$ cat config.mk
export PLATFORM = sky130hd
export DESIGN_NAME = io_port_steer
export DESIGN_NICKNAME = d
export VERILOG_FILES = /design/src/gpio_steer_pkg.sv /design/src/alt_pin_router.sv /design/src/pin_out_resolve.sv /design/src/io_port_steer.sv
export SDC_FILE = /design/constraint.sdc
export NUM_CORES = 1
export LEC_CHECK = 0
export BUFFER_PORTS_ARGS = -buffer_cell sky130_fd_sc_hd__buf_2
export CORE_MARGIN = 1
export CORE_UTILIZATION = 52
export CTS_BUF_LIST = sky130_fd_sc_hd__clkbuf_16
export CTS_CLUSTER_DIAMETER = 50
export DETAILED_ROUTE_END_ITERATION = 12
export PLACE_DENSITY_LB_ADDON = 0.1
export SETUP_SLACK_MARGIN = 0.4
export SLEW_MARGIN = 20
export SYNTH_ARGS = -nofsm -noshare
export SYNTH_HDL_FRONTEND = slang
export SYNTH_SLANG_ARGS = --single-unit
$ cat constraint.sdc
create_clock -name CLK_SYS -period 7.3 [get_ports CLK_SYS]
set_clock_uncertainty 0.2 [all_clocks]
set_input_delay 1.825 -clock CLK_SYS [delete_from_list [all_inputs] [get_ports CLK_SYS]]
set_output_delay 1.825 -clock CLK_SYS [all_outputs]
set_load 0.01 [all_outputs]
$ cat src/gpio_steer_pkg.sv
`default_nettype none
package gpio_steer_pkg;

  ////////////////////////////////////////////////////////////////////////
  // Geometry
  localparam int unsigned NPORT = 3;
  localparam int unsigned PORT_A = 0;
  localparam int unsigned PORT_B = 1;
  localparam int unsigned PORT_C = 2;

  ////////////////////////////////////////////////////////////////////////
  // Register map, byte addresses (port base = index * stride)
  localparam logic [7:0] PORT_STRIDE = 8'h20;
  localparam logic [4:0] OFS_DIR     = 5'h00;
  localparam logic [4:0] OFS_LEVEL   = 5'h04;
  localparam logic [4:0] OFS_LATCH   = 5'h08;
  localparam logic [4:0] OFS_ANALOG  = 5'h0c;
  localparam logic [4:0] OFS_PULLUP  = 5'h10;
  localparam logic [4:0] OFS_OWNER   = 5'h14;
  localparam logic [7:0] OFS_ALT_SEL = 8'h60;

  ////////////////////////////////////////////////////////////////////////
  // Implemented pins, analog-capable pins, input-only pins; index 0 = port A
  localparam logic [NPORT-1:0][7:0] PIN_MASK   = {8'hff, 8'hf0, 8'h3f};
  localparam logic [NPORT-1:0][7:0] ANA_MASK   = {8'hcf, 8'h30, 8'h17};
  localparam logic [NPORT-1:0][7:0] INPUT_ONLY = {8'h00, 8'h00, 8'h08};

  ////////////////////////////////////////////////////////////////////////
  // Values after reset
  localparam logic [7:0] LATCH_RST   = 8'h00;
  localparam logic [7:0] PULLUP_RST  = 8'h00;
  localparam logic [7:0] ALT_SEL_RST = 8'h00;

  ////////////////////////////////////////////////////////////////////////
  // Alternate pin select fields
  localparam logic [7:0] ALT_SEL_MASK        = 8'h1b;
  localparam int unsigned SLAVE_SELECT_PIN_SEL = 4;
  localparam int unsigned TIMER_GATE_PIN_SEL   = 3;
  localparam int unsigned LOGIC_CELL_PIN_SEL   = 1;
  localparam int unsigned OSC_OUTPUT_PIN_SEL   = 0;

  // Pin positions inside their port
  localparam int unsigned RA2 = 2;
  localparam int unsigned RA3 = 3;
  localparam int unsigned RA4 = 4;
  localparam int unsigned RC1 = 1;
  localparam int unsigned RC5 = 5;
  localparam int unsigned RC6 = 6;

endpackage : gpio_steer_pkg
`default_nettype wire

$ cat src/alt_pin_router.sv
`timescale 1ns/10ps
`default_nettype none
module alt_pin_router
  import gpio_steer_pkg::*;
(
  input  wire logic [7:0] alt_sel,
  input  wire logic [7:0] dig_a,
  input  wire logic [7:0] dig_c,
  input  wire logic       lc_val,
  input  wire logic       lc_en,
  input  wire logic       osc_val,
  input  wire logic       osc_en,
  output logic            slave_sel_in,
  output logic            timer_gate_in,
  output logic [7:0]      ovr_en_a,
  output logic [7:0]      ovr_val_a,
  output logic [7:0]      ovr_en_c,
  output logic [7:0]      ovr_val_c
);

  // Pure decode of the live select value; no state here
  always_comb
  begin
    ovr_en_a  = 8'h00;
    ovr_val_a = 8'h00;
    ovr_en_c  = 8'h00;
    ovr_val_c = 8'h00;
    slave_sel_in  = alt_sel[SLAVE_SELECT_PIN_SEL] ? dig_a[RA3] : dig_c[RC6];
    timer_gate_in = alt_sel[TIMER_GATE_PIN_SEL] ? dig_a[RA3] : dig_a[RA4];
    if (alt_sel[LOGIC_CELL_PIN_SEL])
    begin
      ovr_en_c[RC5]  = lc_en;
      ovr_val_c[RC5] = lc_val;
    end
    else
    begin
      ovr_en_a[RA2]  = lc_en;
      ovr_val_a[RA2] = lc_val;
    end
    if (alt_sel[OSC_OUTPUT_PIN_SEL])
    begin
      ovr_en_c[RC6]  = osc_en;
      ovr_val_c[RC6] = osc_val;
    end
    else
    begin
      ovr_en_c[RC1]  = osc_en;
      ovr_val_c[RC1] = osc_val;
    end
  end

endmodule : alt_pin_router
`default_nettype wire

$ cat src/pin_out_resolve.sv
`timescale 1ns/10ps
`default_nettype none
module pin_out_resolve
(
  input  wire logic [7:0] drive_ok,
  input  wire logic [7:0] dir,
  input  wire logic [7:0] latch,
  input  wire logic [7:0] fn_en,
  input  wire logic [7:0] fn_val,
  input  wire logic [7:0] ovr_en,
  input  wire logic [7:0] ovr_val,
  output logic [7:0]      pin_out,
  output logic [7:0]      pin_oe_n,
  output logic [7:0]      owned
);

  // Fixed order per pin: steered function, other peripheral, then latch
  always_comb
  begin
    for (int i = 0; i < 8; i++)
    begin
      owned[i] = drive_ok[i] & (ovr_en[i] | fn_en[i]);
      if (!drive_ok[i])
      begin
        pin_out[i]  = 1'b0;
        pin_oe_n[i] = 1'b1;
      end
      else if (ovr_en[i])
      begin
        pin_out[i]  = ovr_val[i];
        pin_oe_n[i] = 1'b0;
      end
      else if (fn_en[i])
      begin
        pin_out[i]  = fn_val[i];
        pin_oe_n[i] = 1'b0;
      end
      else
      begin
        pin_out[i]  = latch[i];
        pin_oe_n[i] = dir[i];
      end
    end
  end

endmodule : pin_out_resolve
`default_nettype wire

$ cat src/io_port_steer.sv
`timescale 1ns/10ps
`default_nettype none
module io_port_steer
  import gpio_steer_pkg::*;
(
  input  wire logic        CLK_SYS,
  input  wire logic        NRST,
  input  wire logic        PSEL,
  input  wire logic        PENABLE,
  input  wire logic        PWRITE,
  input  wire logic [7:0]  PADDR,
  input  wire logic [31:0] PWDATA,
  output logic [31:0]      PRDATA,
  output logic             PREADY,
  output logic             PSLVERR,
  input  wire logic [7:0]  PA_IN,
  output logic [7:0]       PA_OUT,
  output logic [7:0]       PA_OE_N,
  output logic [7:0]       PA_ANALOG,
  output logic [7:0]       PA_PULLUP,
  input  wire logic [7:0]  PA_FN_EN,
  input  wire logic [7:0]  PA_FN_VAL,
  output logic [7:0]       PA_DIG,
  input  wire logic [7:0]  PB_IN,
  output logic [7:0]       PB_OUT,
  output logic [7:0]       PB_OE_N,
  output logic [7:0]       PB_ANALOG,
  output logic [7:0]       PB_PULLUP,
  input  wire logic [7:0]  PB_FN_EN,
  input  wire logic [7:0]  PB_FN_VAL,
  output logic [7:0]       PB_DIG,
  input  wire logic [7:0]  PC_IN,
  output logic [7:0]       PC_OUT,
  output logic [7:0]       PC_OE_N,
  output logic [7:0]       PC_ANALOG,
  output logic [7:0]       PC_PULLUP,
  input  wire logic [7:0]  PC_FN_EN,
  input  wire logic [7:0]  PC_FN_VAL,
  output logic [7:0]       PC_DIG,
  input  wire logic        LOGIC_CELL_ONE_OUTPUT,
  input  wire logic        LOGIC_CELL_ONE_EN,
  input  wire logic        NUMERIC_OSC_OUTPUT,
  input  wire logic        NUMERIC_OSC_EN,
  output logic             SLAVE_SELECT_INPUT,
  output logic             TIMER_GATE_INPUT
);

  //////////////////////////////////////////////////////////////////////////
  // State

  typedef logic [NPORT-1:0][7:0] port_vec_t;

  typedef struct packed {
    port_vec_t   pin_direction_reg;
    port_vec_t   output_latch_reg;
    port_vec_t   analog_select_reg;
    port_vec_t   weak_pullup_reg;
    logic [7:0]  alt_pin_select_reg;
    port_vec_t   pin_out;
    port_vec_t   pin_oe_n;
    port_vec_t   pin_dig;
    logic [31:0] rdata;
    logic        slave_sel;
    logic        timer_gate;
  } state_t;

  localparam state_t STATE_RST = '{
    pin_direction_reg:  PIN_MASK,
    output_latch_reg:   {NPORT{LATCH_RST}},
    analog_select_reg:  ANA_MASK,
    weak_pullup_reg:    {NPORT{PULLUP_RST}},
    alt_pin_select_reg: ALT_SEL_RST,
    pin_out:            '0,
    pin_oe_n:           '1,
    pin_dig:            '0,
    rdata:              32'h0000_0000,
    slave_sel:          1'b0,
    timer_gate:         1'b0
  };

  state_t s_r;
  state_t s_nxt;

  logic [1:0] rst_sync_r;
  logic       rst_n;

  port_vec_t  pin_in;
  port_vec_t  fn_en;
  port_vec_t  fn_val;
  port_vec_t  dig;
  port_vec_t  ovr_en;
  port_vec_t  ovr_val;
  logic [7:0] ovr_en_a;
  logic [7:0] ovr_val_a;
  logic [7:0] ovr_en_c;
  logic [7:0] ovr_val_c;
  port_vec_t  res_out;
  port_vec_t  res_oe_n;
  port_vec_t  owned;
  logic       slave_sel_in;
  logic       timer_gate_in;
  logic       setup_ph;
  logic       access_ph;
  logic       addr_hit;

  //////////////////////////////////////////////////////////////////////////
  // Reset release

  always_ff @(posedge CLK_SYS or negedge NRST)
  begin
    if (!NRST)
    begin
      rst_sync_r <= 2'b00;
    end
    else
    begin
      rst_sync_r <= {rst_sync_r[0], 1'b1};
    end
  end

  assign rst_n = rst_sync_r[1];

  //////////////////////////////////////////////////////////////////////////
  // Address decode helpers, shared by the read and write paths

  function automatic logic [1:0] port_of(input logic [7:0] a);
    port_of = a[6:5];
  endfunction : port_of

  function automatic logic is_alt(input logic [7:0] a);
    is_alt = (a == OFS_ALT_SEL);
  endfunction : is_alt

  function automatic logic [4:0] reg_of(input logic [7:0] a);
    reg_of = a[4:0];
  endfunction : reg_of

  function automatic logic is_port_reg(input logic [7:0] a);
    logic [4:0] f;
    f = reg_of(a);
    is_port_reg = !a[7] && (a[6:5] < 2'(NPORT)) &&
                  (f == OFS_DIR || f == OFS_LEVEL || f == OFS_LATCH ||
                   f == OFS_ANALOG || f == OFS_PULLUP || f == OFS_OWNER);
  endfunction : is_port_reg

  //////////////////////////////////////////////////////////////////////////
  // Pin side

  assign pin_in = {PC_IN, PB_IN, PA_IN};
  assign fn_en  = {PC_FN_EN, PB_FN_EN, PA_FN_EN};
  assign fn_val = {PC_FN_VAL, PB_FN_VAL, PA_FN_VAL};

  // Analog pins have their input buffer off, so every digital consumer sees 0
  always_comb
  begin
    for (int p = 0; p < NPORT; p++)
    begin
      dig[p] = pin_in[p] & ~s_r.analog_select_reg[p] & PIN_MASK[p];
    end
  end

  alt_pin_router u_router (
    .alt_sel       (s_r.alt_pin_select_reg),
    .dig_a         (dig[PORT_A]),
    .dig_c         (dig[PORT_C]),
    .lc_val        (LOGIC_CELL_ONE_OUTPUT),
    .lc_en         (LOGIC_CELL_ONE_EN),
    .osc_val       (NUMERIC_OSC_OUTPUT),
    .osc_en        (NUMERIC_OSC_EN),
    .slave_sel_in  (slave_sel_in),
    .timer_gate_in (timer_gate_in),
    .ovr_en_a      (ovr_en_a),
    .ovr_val_a     (ovr_val_a),
    .ovr_en_c      (ovr_en_c),
    .ovr_val_c     (ovr_val_c)
  );

  // No steered function lands on port B; one process owns each override vector
  always_comb
  begin
    ovr_en          = '0;
    ovr_val         = '0;
    ovr_en[PORT_A]  = ovr_en_a;
    ovr_val[PORT_A] = ovr_val_a;
    ovr_en[PORT_C]  = ovr_en_c;
    ovr_val[PORT_C] = ovr_val_c;
  end

  for (genvar g = 0; g < NPORT; g++)
  begin : g_port
    pin_out_resolve u_resolve (
      .drive_ok (PIN_MASK[g] & ~INPUT_ONLY[g]),
      .dir      (s_r.pin_direction_reg[g]),
      .latch    (s_r.output_latch_reg[g]),
      .fn_en    (fn_en[g]),
      .fn_val   (fn_val[g]),
      .ovr_en   (ovr_en[g]),
      .ovr_val  (ovr_val[g]),
      .pin_out  (res_out[g]),
      .pin_oe_n (res_oe_n[g]),
      .owned    (owned[g])
    );
  end

  //////////////////////////////////////////////////////////////////////////
  // Bus side: zero wait states, read data captured in the setup cycle

  assign setup_ph  = PSEL & ~PENABLE;
  assign access_ph = PSEL & PENABLE;
  assign addr_hit  = is_port_reg(PADDR) | is_alt(PADDR);
  assign PREADY    = 1'b1;
  assign PSLVERR   = access_ph & ~addr_hit;

  //////////////////////////////////////////////////////////////////////////
  // Next state

  always_comb
  begin
    logic [1:0]  p;
    logic [7:0]  wd;
    logic [7:0]  rd;
    s_nxt = s_r;
    p     = port_of(PADDR);
    wd    = PWDATA[7:0];
    rd    = 8'h00;

    // Pads follow the resolved drive one cycle later
    s_nxt.pin_out    = res_out;
    s_nxt.pin_oe_n   = res_oe_n;
    s_nxt.pin_dig    = dig;
    s_nxt.slave_sel  = slave_sel_in;
    s_nxt.timer_gate = timer_gate_in;

    // Only the completing access edge changes a register
    if (access_ph && PWRITE)
    begin
      if (is_alt(PADDR))
      begin
        // Direction is left as it stands; the override still drives the steered pin whatever its direction bit
        s_nxt.alt_pin_select_reg = wd & ALT_SEL_MASK;
      end
      else if (is_port_reg(PADDR))
      begin
        case (reg_of(PADDR))
          OFS_DIR:
          begin
            s_nxt.pin_direction_reg[p] = (wd | INPUT_ONLY[p]) & PIN_MASK[p];
          end
          OFS_LEVEL, OFS_LATCH:
          begin
            s_nxt.output_latch_reg[p] = wd & PIN_MASK[p];
          end
          OFS_ANALOG:
          begin
            s_nxt.analog_select_reg[p] = wd & ANA_MASK[p];
          end
          OFS_PULLUP:
          begin
            s_nxt.weak_pullup_reg[p] = wd & PIN_MASK[p];
          end
          default:
          begin
            s_nxt.rdata = s_r.rdata;
          end
        endcase
      end
    end

    if (setup_ph && !PWRITE)
    begin
      if (is_alt(PADDR))
      begin
        rd = s_r.alt_pin_select_reg;
      end
      else if (is_port_reg(PADDR))
      begin
        case (reg_of(PADDR))
          OFS_DIR:    rd = s_r.pin_direction_reg[p];
          OFS_LEVEL:  rd = dig[p];
          OFS_LATCH:  rd = s_r.output_latch_reg[p];
          OFS_ANALOG: rd = s_r.analog_select_reg[p];
          OFS_PULLUP: rd = s_r.weak_pullup_reg[p];
          OFS_OWNER:  rd = owned[p];
          default:    rd = 8'h00;
        endcase
      end
      s_nxt.rdata = {24'h00_0000, rd};
    end
    else if (setup_ph)
    begin
      s_nxt.rdata = 32'h0000_0000;
    end
  end

  always_ff @(posedge CLK_SYS or negedge rst_n)
  begin
    if (!rst_n)
    begin
      s_r <= STATE_RST;
    end
    else
    begin
      s_r <= s_nxt;
    end
  end

  //////////////////////////////////////////////////////////////////////////
  // Outputs

  assign PRDATA             = s_r.rdata;
  assign PA_OUT             = s_r.pin_out[PORT_A];
  assign PB_OUT             = s_r.pin_out[PORT_B];
  assign PC_OUT             = s_r.pin_out[PORT_C];
  assign PA_OE_N            = s_r.pin_oe_n[PORT_A];
  assign PB_OE_N            = s_r.pin_oe_n[PORT_B];
  assign PC_OE_N            = s_r.pin_oe_n[PORT_C];
  assign PA_ANALOG          = s_r.analog_select_reg[PORT_A];
  assign PB_ANALOG          = s_r.analog_select_reg[PORT_B];
  assign PC_ANALOG          = s_r.analog_select_reg[PORT_C];
  assign PA_PULLUP          = s_r.weak_pullup_reg[PORT_A];
  assign PB_PULLUP          = s_r.weak_pullup_reg[PORT_B];
  assign PC_PULLUP          = s_r.weak_pullup_reg[PORT_C];
  assign PA_DIG             = s_r.pin_dig[PORT_A];
  assign PB_DIG             = s_r.pin_dig[PORT_B];
  assign PC_DIG             = s_r.pin_dig[PORT_C];
  assign SLAVE_SELECT_INPUT = s_r.slave_sel;
  assign TIMER_GATE_INPUT   = s_r.timer_gate;

endmodule : io_port_steer
`default_nettype wire

Word level (Yosys, flattened, before mapping)
Index checks and enable logic that the tools add are counted.
- $lt $le $gt $ge: 3
- bitwise logic cells: 21
- equality and inequality tests: 6
- reduce and logical (&&, ||, !) cells: 20
- muxes and demuxes: 81
- operator list (kind ; count):
    8-bit binary-select mux with 2-bit select ; 9
    24-bit bitwise mux ; 4
    8-bit two-way mux ; 12
    32-bit two-way mux ; 2
    1-bit two-way mux ; 52
    8-bit one-hot mux with 6 select lines ; 1
    8-bit AND ; 5
    8-bit demux with 2-bit select ; 1
    8-bit inverter ; 2
    4-bit AND reduction ; 4
    5-bit by 4-bit == test with 1-bit output, second input constant ; 2
    5-bit == test, second input constant ; 2
    8-bit by 7-bit == test with 1-bit output, second input constant ; 1
    8-bit bitwise OR ; 1
    6-bit AND ; 1
    6-bit inverter ; 1
    5-bit by 3-bit == test with 1-bit output, second input constant ; 1
    1-bit logical AND ; 5
    5-bit logical NOT ; 1
    1-bit logical OR ; 5
    1-bit bitwise OR ; 5
    1-bit AND ; 3
    2-bit by 3-bit less-than comparator with 1-bit output, second input constant ; 1
    1-bit inverter ; 3
    other kinds (6) ; 7
- input port bits: 121
- logic and storage cells: 157
- bits in registers: 188

Depth between registers and ports, before layout
- depth after elaboration: 10
- mapped depth: 8
- gate-level depth less buffers: 6

By module
Synthesis repeated with hierarchy kept, for this count alone.
- cells, all modules: 962
- area total of the unflattened synthesis: 9963.3 um^2
- by module, submodules not included (module ; sequential area each (um^2) ; instances ; cells each ; area an instance (um^2)):
    io_port_steer ; 4521.8 ; 1 ; 783 ; 8588.2
    pin_out_resolve ; 0.0 ; 3 ; 48 ; 370.4
    alt_pin_router ; 0.0 ; 1 ; 35 ; 264.0

Worst setup path after synthesis
OpenSTA, ideal clock, no wires.
- path type: input-to-output
- from: in PADDR[1]
- to: out PSLVERR
- arrival time: 2.683 ns
- path slack: 2.592 ns
- data required time: 5.275 ns
- stages on the path: 4
- path through: or3_1 > buf_4 > nor3_4 > nor3_1
- word-level cells in the longest chain between the ends: 10
- elaborated cells on any way between the ends: 16
- classes of those cells: 6 x eq/ne; 3 x bitwise; 7 x reduce/logical
- ends and longest elaborated chain (element ; RTL line ; RTL):
    start: declaration ; io_port_steer.sv:11 ; input wire logic [7:0] PADDR,
    5-bit by 3-bit == test with 1-bit output or 5-bit logical NOT (tied branches) ; io_port_steer.sv:142 ; (f == OFS_DIR || f == OFS_LEVEL || f == OFS_LATCH ||
    1-bit logical OR (3 in series) ; io_port_steer.sv:142 ;
    1-bit logical OR (2 in series) ; io_port_steer.sv:143 ; f == OFS_ANALOG || f == OFS_PULLUP || f == OFS_OWNER);
    1-bit logical AND ; io_port_steer.sv:141 ; is_port_reg = !a[7] && (a[6:5] < 2'(NPORT)) &&
    1-bit bitwise OR (*) ; io_port_steer.sv:210 ; assign addr_hit = is_port_reg(PADDR) | is_alt(PADDR);
    1-bit inverter (*) ; io_port_steer.sv:212 ; assign PSLVERR = access_ph & ~addr_hit;
    1-bit AND (*) ; io_port_steer.sv:212 ;
    end: declaration ; io_port_steer.sv:15 ; output logic PSLVERR,
Mark *: on every way between the ends. The rest lies on a longest branch, timed or not.

Final worst setup path
- from: in PADDR[5]
- to: out PSLVERR
- word-level cells in the longest chain between the ends: 6
- elaborated cells on any way between the ends: 7
- classes of those cells: 1 x order compare; 1 x eq/ne; 3 x bitwise; 2 x reduce/logical
- ends and longest elaborated chain (element ; RTL line):
    2-bit less-than comparator ; io_port_steer.sv:141
    1-bit logical AND (2 in series) ; io_port_steer.sv:141
    1-bit bitwise OR (*) ; io_port_steer.sv:210
    1-bit inverter (*) ; io_port_steer.sv:212
    1-bit AND (*) ; io_port_steer.sv:212
Marks and branches as above.

==> insert_results.sql <==
INSERT INTO impl_metrics (metric_group, metric, value, unit) VALUES
('route', 'drt-pass1-iter-count', '6', ''),
('setup_path', 'reg2reg_from', 'rst_sync_r[1]$_DFF_PN0_', ''),
('die', 'initial_core_utilization', '53.9', '%'),
('grt', 'first_pass_grt_wire_length', '35.5', 'mm'),
('clocking', 'clockBufferDepth', '2', ''),
('clocking', 'clock_buffer_count_from_cts', '17', ''),
('grt', 'antenna_found_initial', '0', ''),
('synthesis', 'synth.avg_cell_area', '10.5', 'sq um'),
('die', 'rows', '46', ''),
('sta', 'final.min_clock_period', '5370', 'ps'),
('route', 'finalWirelength', '22.7', 'mm'),
('grt', 'maximum_number_of_pins_on_one_net_before_global_route_repair', '89', ''),
('job', 'timing.max_cap.violations', '0', ''),
('die', 'ioPinCount', '277', ''),
('clocking', 'ctsHtreeMaxLevel', '4', ''),
('grt', 'gr-total-overflow', '0', ''),
('route', 'wire_per_inst', '20.4', 'um'),
('placement', 'hpwl', '16.2', 'mm'),
('clocking', 'cts_sinks', '164', ''),
('sta', 'rsz0062_at_grt', 'no', ''),
('synthesis', 'synth-seq-area-share', '48.0', '%'),
('power', 'peakVddDrop', '0.161', 'mV'),
('setup_path', 'start_kind', 'input pin', ''),
('placement', 'count_of_input_and_output_buffers', '187', ''),
('route', 'drt_iter0_drc', '435', ''),
('setup_path', 'worst_ep_arrival_time', '3340', 'ps'),
('sta', 'setup_ws', '1930', 'ps'),
('placement', 'finalWeightedCongestion', '0.954', ''),
('placement', 'numPlacedInstances', '1083', ''),
('setup_path', 'endpoint', 'PSLVERR', ''),
('sta', 'hold_viol', '0', ''),
('die', 'die_w', '131', 'um'),
('power', 'static-leakage-power', '4.54', 'nW'),
('synthesis', 'yosys_register_bits', '164', ''),
('clocking', 'clk_latency', '430', 'ps'),
('grt', 'number_of_global_route_vias_before_repair', '6217', ''),
('setup_path', 'setup.worst_path.class', 'input pin to output pin', ''),
('layout', 'final_layout_size_suffix_gt1_share', '38.3', '%'),
('power', 'pwr_density_cell', '212', 'nW/um^2'),
('die', 'die-height', '131', 'um'),
('clocking', 'post_cts_hold_buffer_count', '0', ''),
('synthesis', 'ys.warnings.count', '0', ''),
('die', 'coreArea', '16100', 'sq um'),
('setup_path', 'ff2ff_setup_slack', '5140', 'ps'),
('layout', 'areaGrowthSynthToFinish', '7.81', '%'),
('die', 'die-area', '17200', 'sq um'),
('setup_path', 'crit_end_element', 'output pin', ''),
('clocking', 'cts_root_buf', 'sky130_fd_sc_hd__clkbuf_16', ''),
('synthesis', 'async_set_reset_flop_share_out_of_synthesis', '100', '%'),
('route', 'vias_per_cell', '5.53', ''),
('hold_path', 'min-delay-path-class', 'flop to asynchronous set/reset pin', ''),
('clocking', 'tritoncts', 'yes', ''),
('setup_path', 'path_max_fanout', '31', ''),
('placement', 'detailedPlace.worstSlack', '1960', 'ps'),
('setup_path', 'worstRegToRegCells', '2', ''),
('clocking', 'post_cts.repair.setup_buffers', '0', ''),
('synthesis', 'synth_enable_flop_cells', '0', ''),
('grt', 'gr-usage-all-layers', '27.2', '%'),
('route', 'postRouteAntennaNets', '0', ''),
('route', 'routed-via-count', '6174', ''),
('synthesis', 'synthDistinctLibCells', '64', ''),
('sta', 'timing.final.crit_share', '73.6', '%'),
('sta', 'slew_headroom', '34.4', '%'),
('sta', 'drv_slew', '0', ''),
('clocking', 'cts_resized', '0', ''),
('layout', 'antenna_cells_inserted', '0', ''),
('sta', 'total_negative_slack_for_setup_checks', '0', 'ps'),
('clocking', 'worst_setup_hold_path_clk_slew', '60', 'ps'),
('layout', 'fin_cells', '1116', ''),
('setup_path', 'worst-endpoint-required', '5280', 'ps'),
('route', 'drc', '0', ''),
('status', 'outcome', 'complete, no violations', ''),
('setup_path', 'r2r_end', 'PC_DIG[4]$_DFF_PN0_', ''),
('synthesis', 'post_synthesis_instance_total', '824', ''),
('synthesis', 'synthesis.area', '8680', 'sq um'),
('sta', 'tightestPinTransition', '984', 'ps'),
('synthesis', 'ys.flop_type', 'sky130_fd_sc_hd__dfrtp_1', ''),
('sta', 'setup_violations', '0', ''),
('sta', 'maximum_achievable_frequency', '186', 'MHz'),
('setup_path', 'setup.worst_path.start', 'PADDR[5]', ''),
('layout', 'fin_nets', '1012', '');
-- cells in the mapped netlist, drive strengths merged (2+ instances only) --
| cell type | number | share of area (%) |
|---|---|---|
| or3b | 3 | 0.33 |
| a221oi | 2 | 0.20 |
| a31o | 2 | 0.20 |
| nor3 | 5 | 0.42 |
| dfrtp | 117 | 34 |
| nor2 | 21 | 1.1 |
| inv | 6 | 0.26 |
| conb | 2 | 0.087 |
| a22o | 2 | 0.20 |
| ha | 4 | 0.58 |
| buf | 183 | 15 |
| nand4 | 4 | 0.36 |
| a32oi | 2 | 0.20 |
| and3 | 6 | 0.43 |
| mux2 | 62 | 8.0 |
| nand2b | 10 | 0.72 |
| a211o | 2 | 0.20 |
| nor2b | 36 | 2.6 |
| a2bb2oi | 2 | 0.20 |
| mux2i | 30 | 3.5 |
| or4bb | 2 | 0.26 |
| o2bb2ai | 7 | 0.71 |
| dfstp | 47 | 14 |
| nand3b | 2 | 0.17 |
| a21oi | 13 | 0.92 |
| o211ai | 9 | 0.78 |
| a31oi | 5 | 0.36 |
| clkbuf | 9 | 0.39 |
| a32o | 3 | 0.35 |
| a211oi | 2 | 0.17 |
| and2 | 5 | 0.36 |
| o21ai | 78 | 4.5 |
| nand2 | 95 | 4.1 |
| mux4 | 2 | 0.52 |
| a222oi | 2 | 0.23 |
| a22oi | 8 | 0.69 |
| nand3 | 19 | 1.2 |
-- placed cells by master, fill, tap and decap left out, types with 9 or more instances in the layout --
cell type                   netlist  layout
sky130_fd_sc_hd__nand3_1         17      17
sky130_fd_sc_hd__dfstp_2         47      47
sky130_fd_sc_hd__nor2b_1         36      36
sky130_fd_sc_hd__nand2_1         95      95
sky130_fd_sc_hd__o211ai_1         9       9
sky130_fd_sc_hd__dfrtp_1        117     116
sky130_fd_sc_hd__conb_1           2      46
sky130_fd_sc_hd__nand2b_1        10      10
sky130_fd_sc_hd__o21ai_0         78      78
sky130_fd_sc_hd__nor2_1          19      19
sky130_fd_sc_hd__mux2i_1         30      30
sky130_fd_sc_hd__clkbuf_16        0      17
sky130_fd_sc_hd__mux2_2          61      61
sky130_fd_sc_hd__a21oi_1         11      11
sky130_fd_sc_hd__buf_2           21     187
-- per-stage QoR --
| stage | hold slack, ps | instance area [sq um] | utilization [%] | power (W) |
|---|---|---|---|---|
| floorplan | 131 | 8840 | - | 0.00107 |
| global placement | 138 | 8740 | 54.2 | 0.00110 |
| detailed placement | 154 | 8740 | 54.2 | 0.00110 |
| CTS | 168 | 9330 | 57.9 | 0.00200 |
| global route | 145 | 9360 | 58.1 | 0.00206 |
| finish | 90.2 | 9360 | 58.1 | 0.00199 |
-- area by class of cell --
class,count,area [sq um]
fillers,1412,6760
clock buffers,17,425
flip-flops and latches,164,4170
inverters,6,22.5
repair buffers,192,993
well taps,216,270
clock inverters,15,168
multi-input cells,506,3310
-- worst max-delay path: stages --
cell                       delay, ps
sky130_fd_sc_hd__buf_2           470
sky130_fd_sc_hd__ha_1            330
sky130_fd_sc_hd__a211oi_1         70
sky130_fd_sc_hd__and2_1          250
sky130_fd_sc_hd__nor3_1          200
sky130_fd_sc_hd__buf_2           180
-- registers in the layout, summed over array words and instances, names as in the netlist, 5 cells and up --
signal and flops:
PB_ANALOG 8, PC_OUT 8, PC_DIG 8, PA_ANALOG 8, PA_DIG 6, PA_OUT 5, s_r 52, PC_ANALOG 8
PA_OE_N 5, PB_PULLUP 8, PC_PULLUP 8, PRDATA 8, PC_OE_N 8, PA_PULLUP 8
-- logic make-up (layout without fill, tap and decap cells) --
| logic type | Yosys count | in the layout | share of synthesized area [%] |
|---|---|---|---|
| and+or+nand+nor | 214 | 214 | 12.6 |
| buffers and inverters | 198 | 230 | 15.8 |
| DFF | 164 | 164 | 48.0 |
| AOI/OAI and AO/OA | 148 | 148 | 10.9 |
| muxes | 94 | 94 | 12.0 |
| adders and majority gates | 4 | 4 | 0.577 |
| other | 2 | 46 | 0.0865 |
-- where the power goes --
part / switching, W / total [W] / internal, W
combinational: 0.000104 / 0.000157 / 0.0000531
clock: 0.000364 / 0.000897 / 0.000533
sequential: 0.00000867 / 0.000934 / 0.000925
-- worst min-delay path by stage --
stage / startpoint / end / slack (ps) / cells after the start
after floorplan: rst_sync_r[0]$_DFF_PN0_ / rst_sync_r[1]$_DFF_PN0_ / 130 / 0
after global routing: rst_sync_r[1]$_DFF_PN0_ / PA_OUT[5]$_DFF_PN0_ / 150 / 0
final: rst_sync_r[1]$_DFF_PN0_ / PA_OUT[5]$_DFF_PN0_ / 90 / 0
after CTS: rst_sync_r[0]$_DFF_PN0_ / rst_sync_r[1]$_DFF_PN0_ / 170 / 0
after global placement: rst_sync_r[0]$_DFF_PN0_ / rst_sync_r[1]$_DFF_PN0_ / 140 / 0
after detailed placement: rst_sync_r[0]$_DFF_PN0_ / rst_sync_r[1]$_DFF_PN0_ / 150 / 0
-- metal layers --
layer	routed length [um]	vias to the layer above	GRT usage, %
li1	-	2766	-
met1	9480	3061	35.4
met2	10900	303	43.4
met3	1720	44	6.91
met4	642	0	11.0
met5	0	-	0
Note: power is estimated with default switching activity, not from simulation.
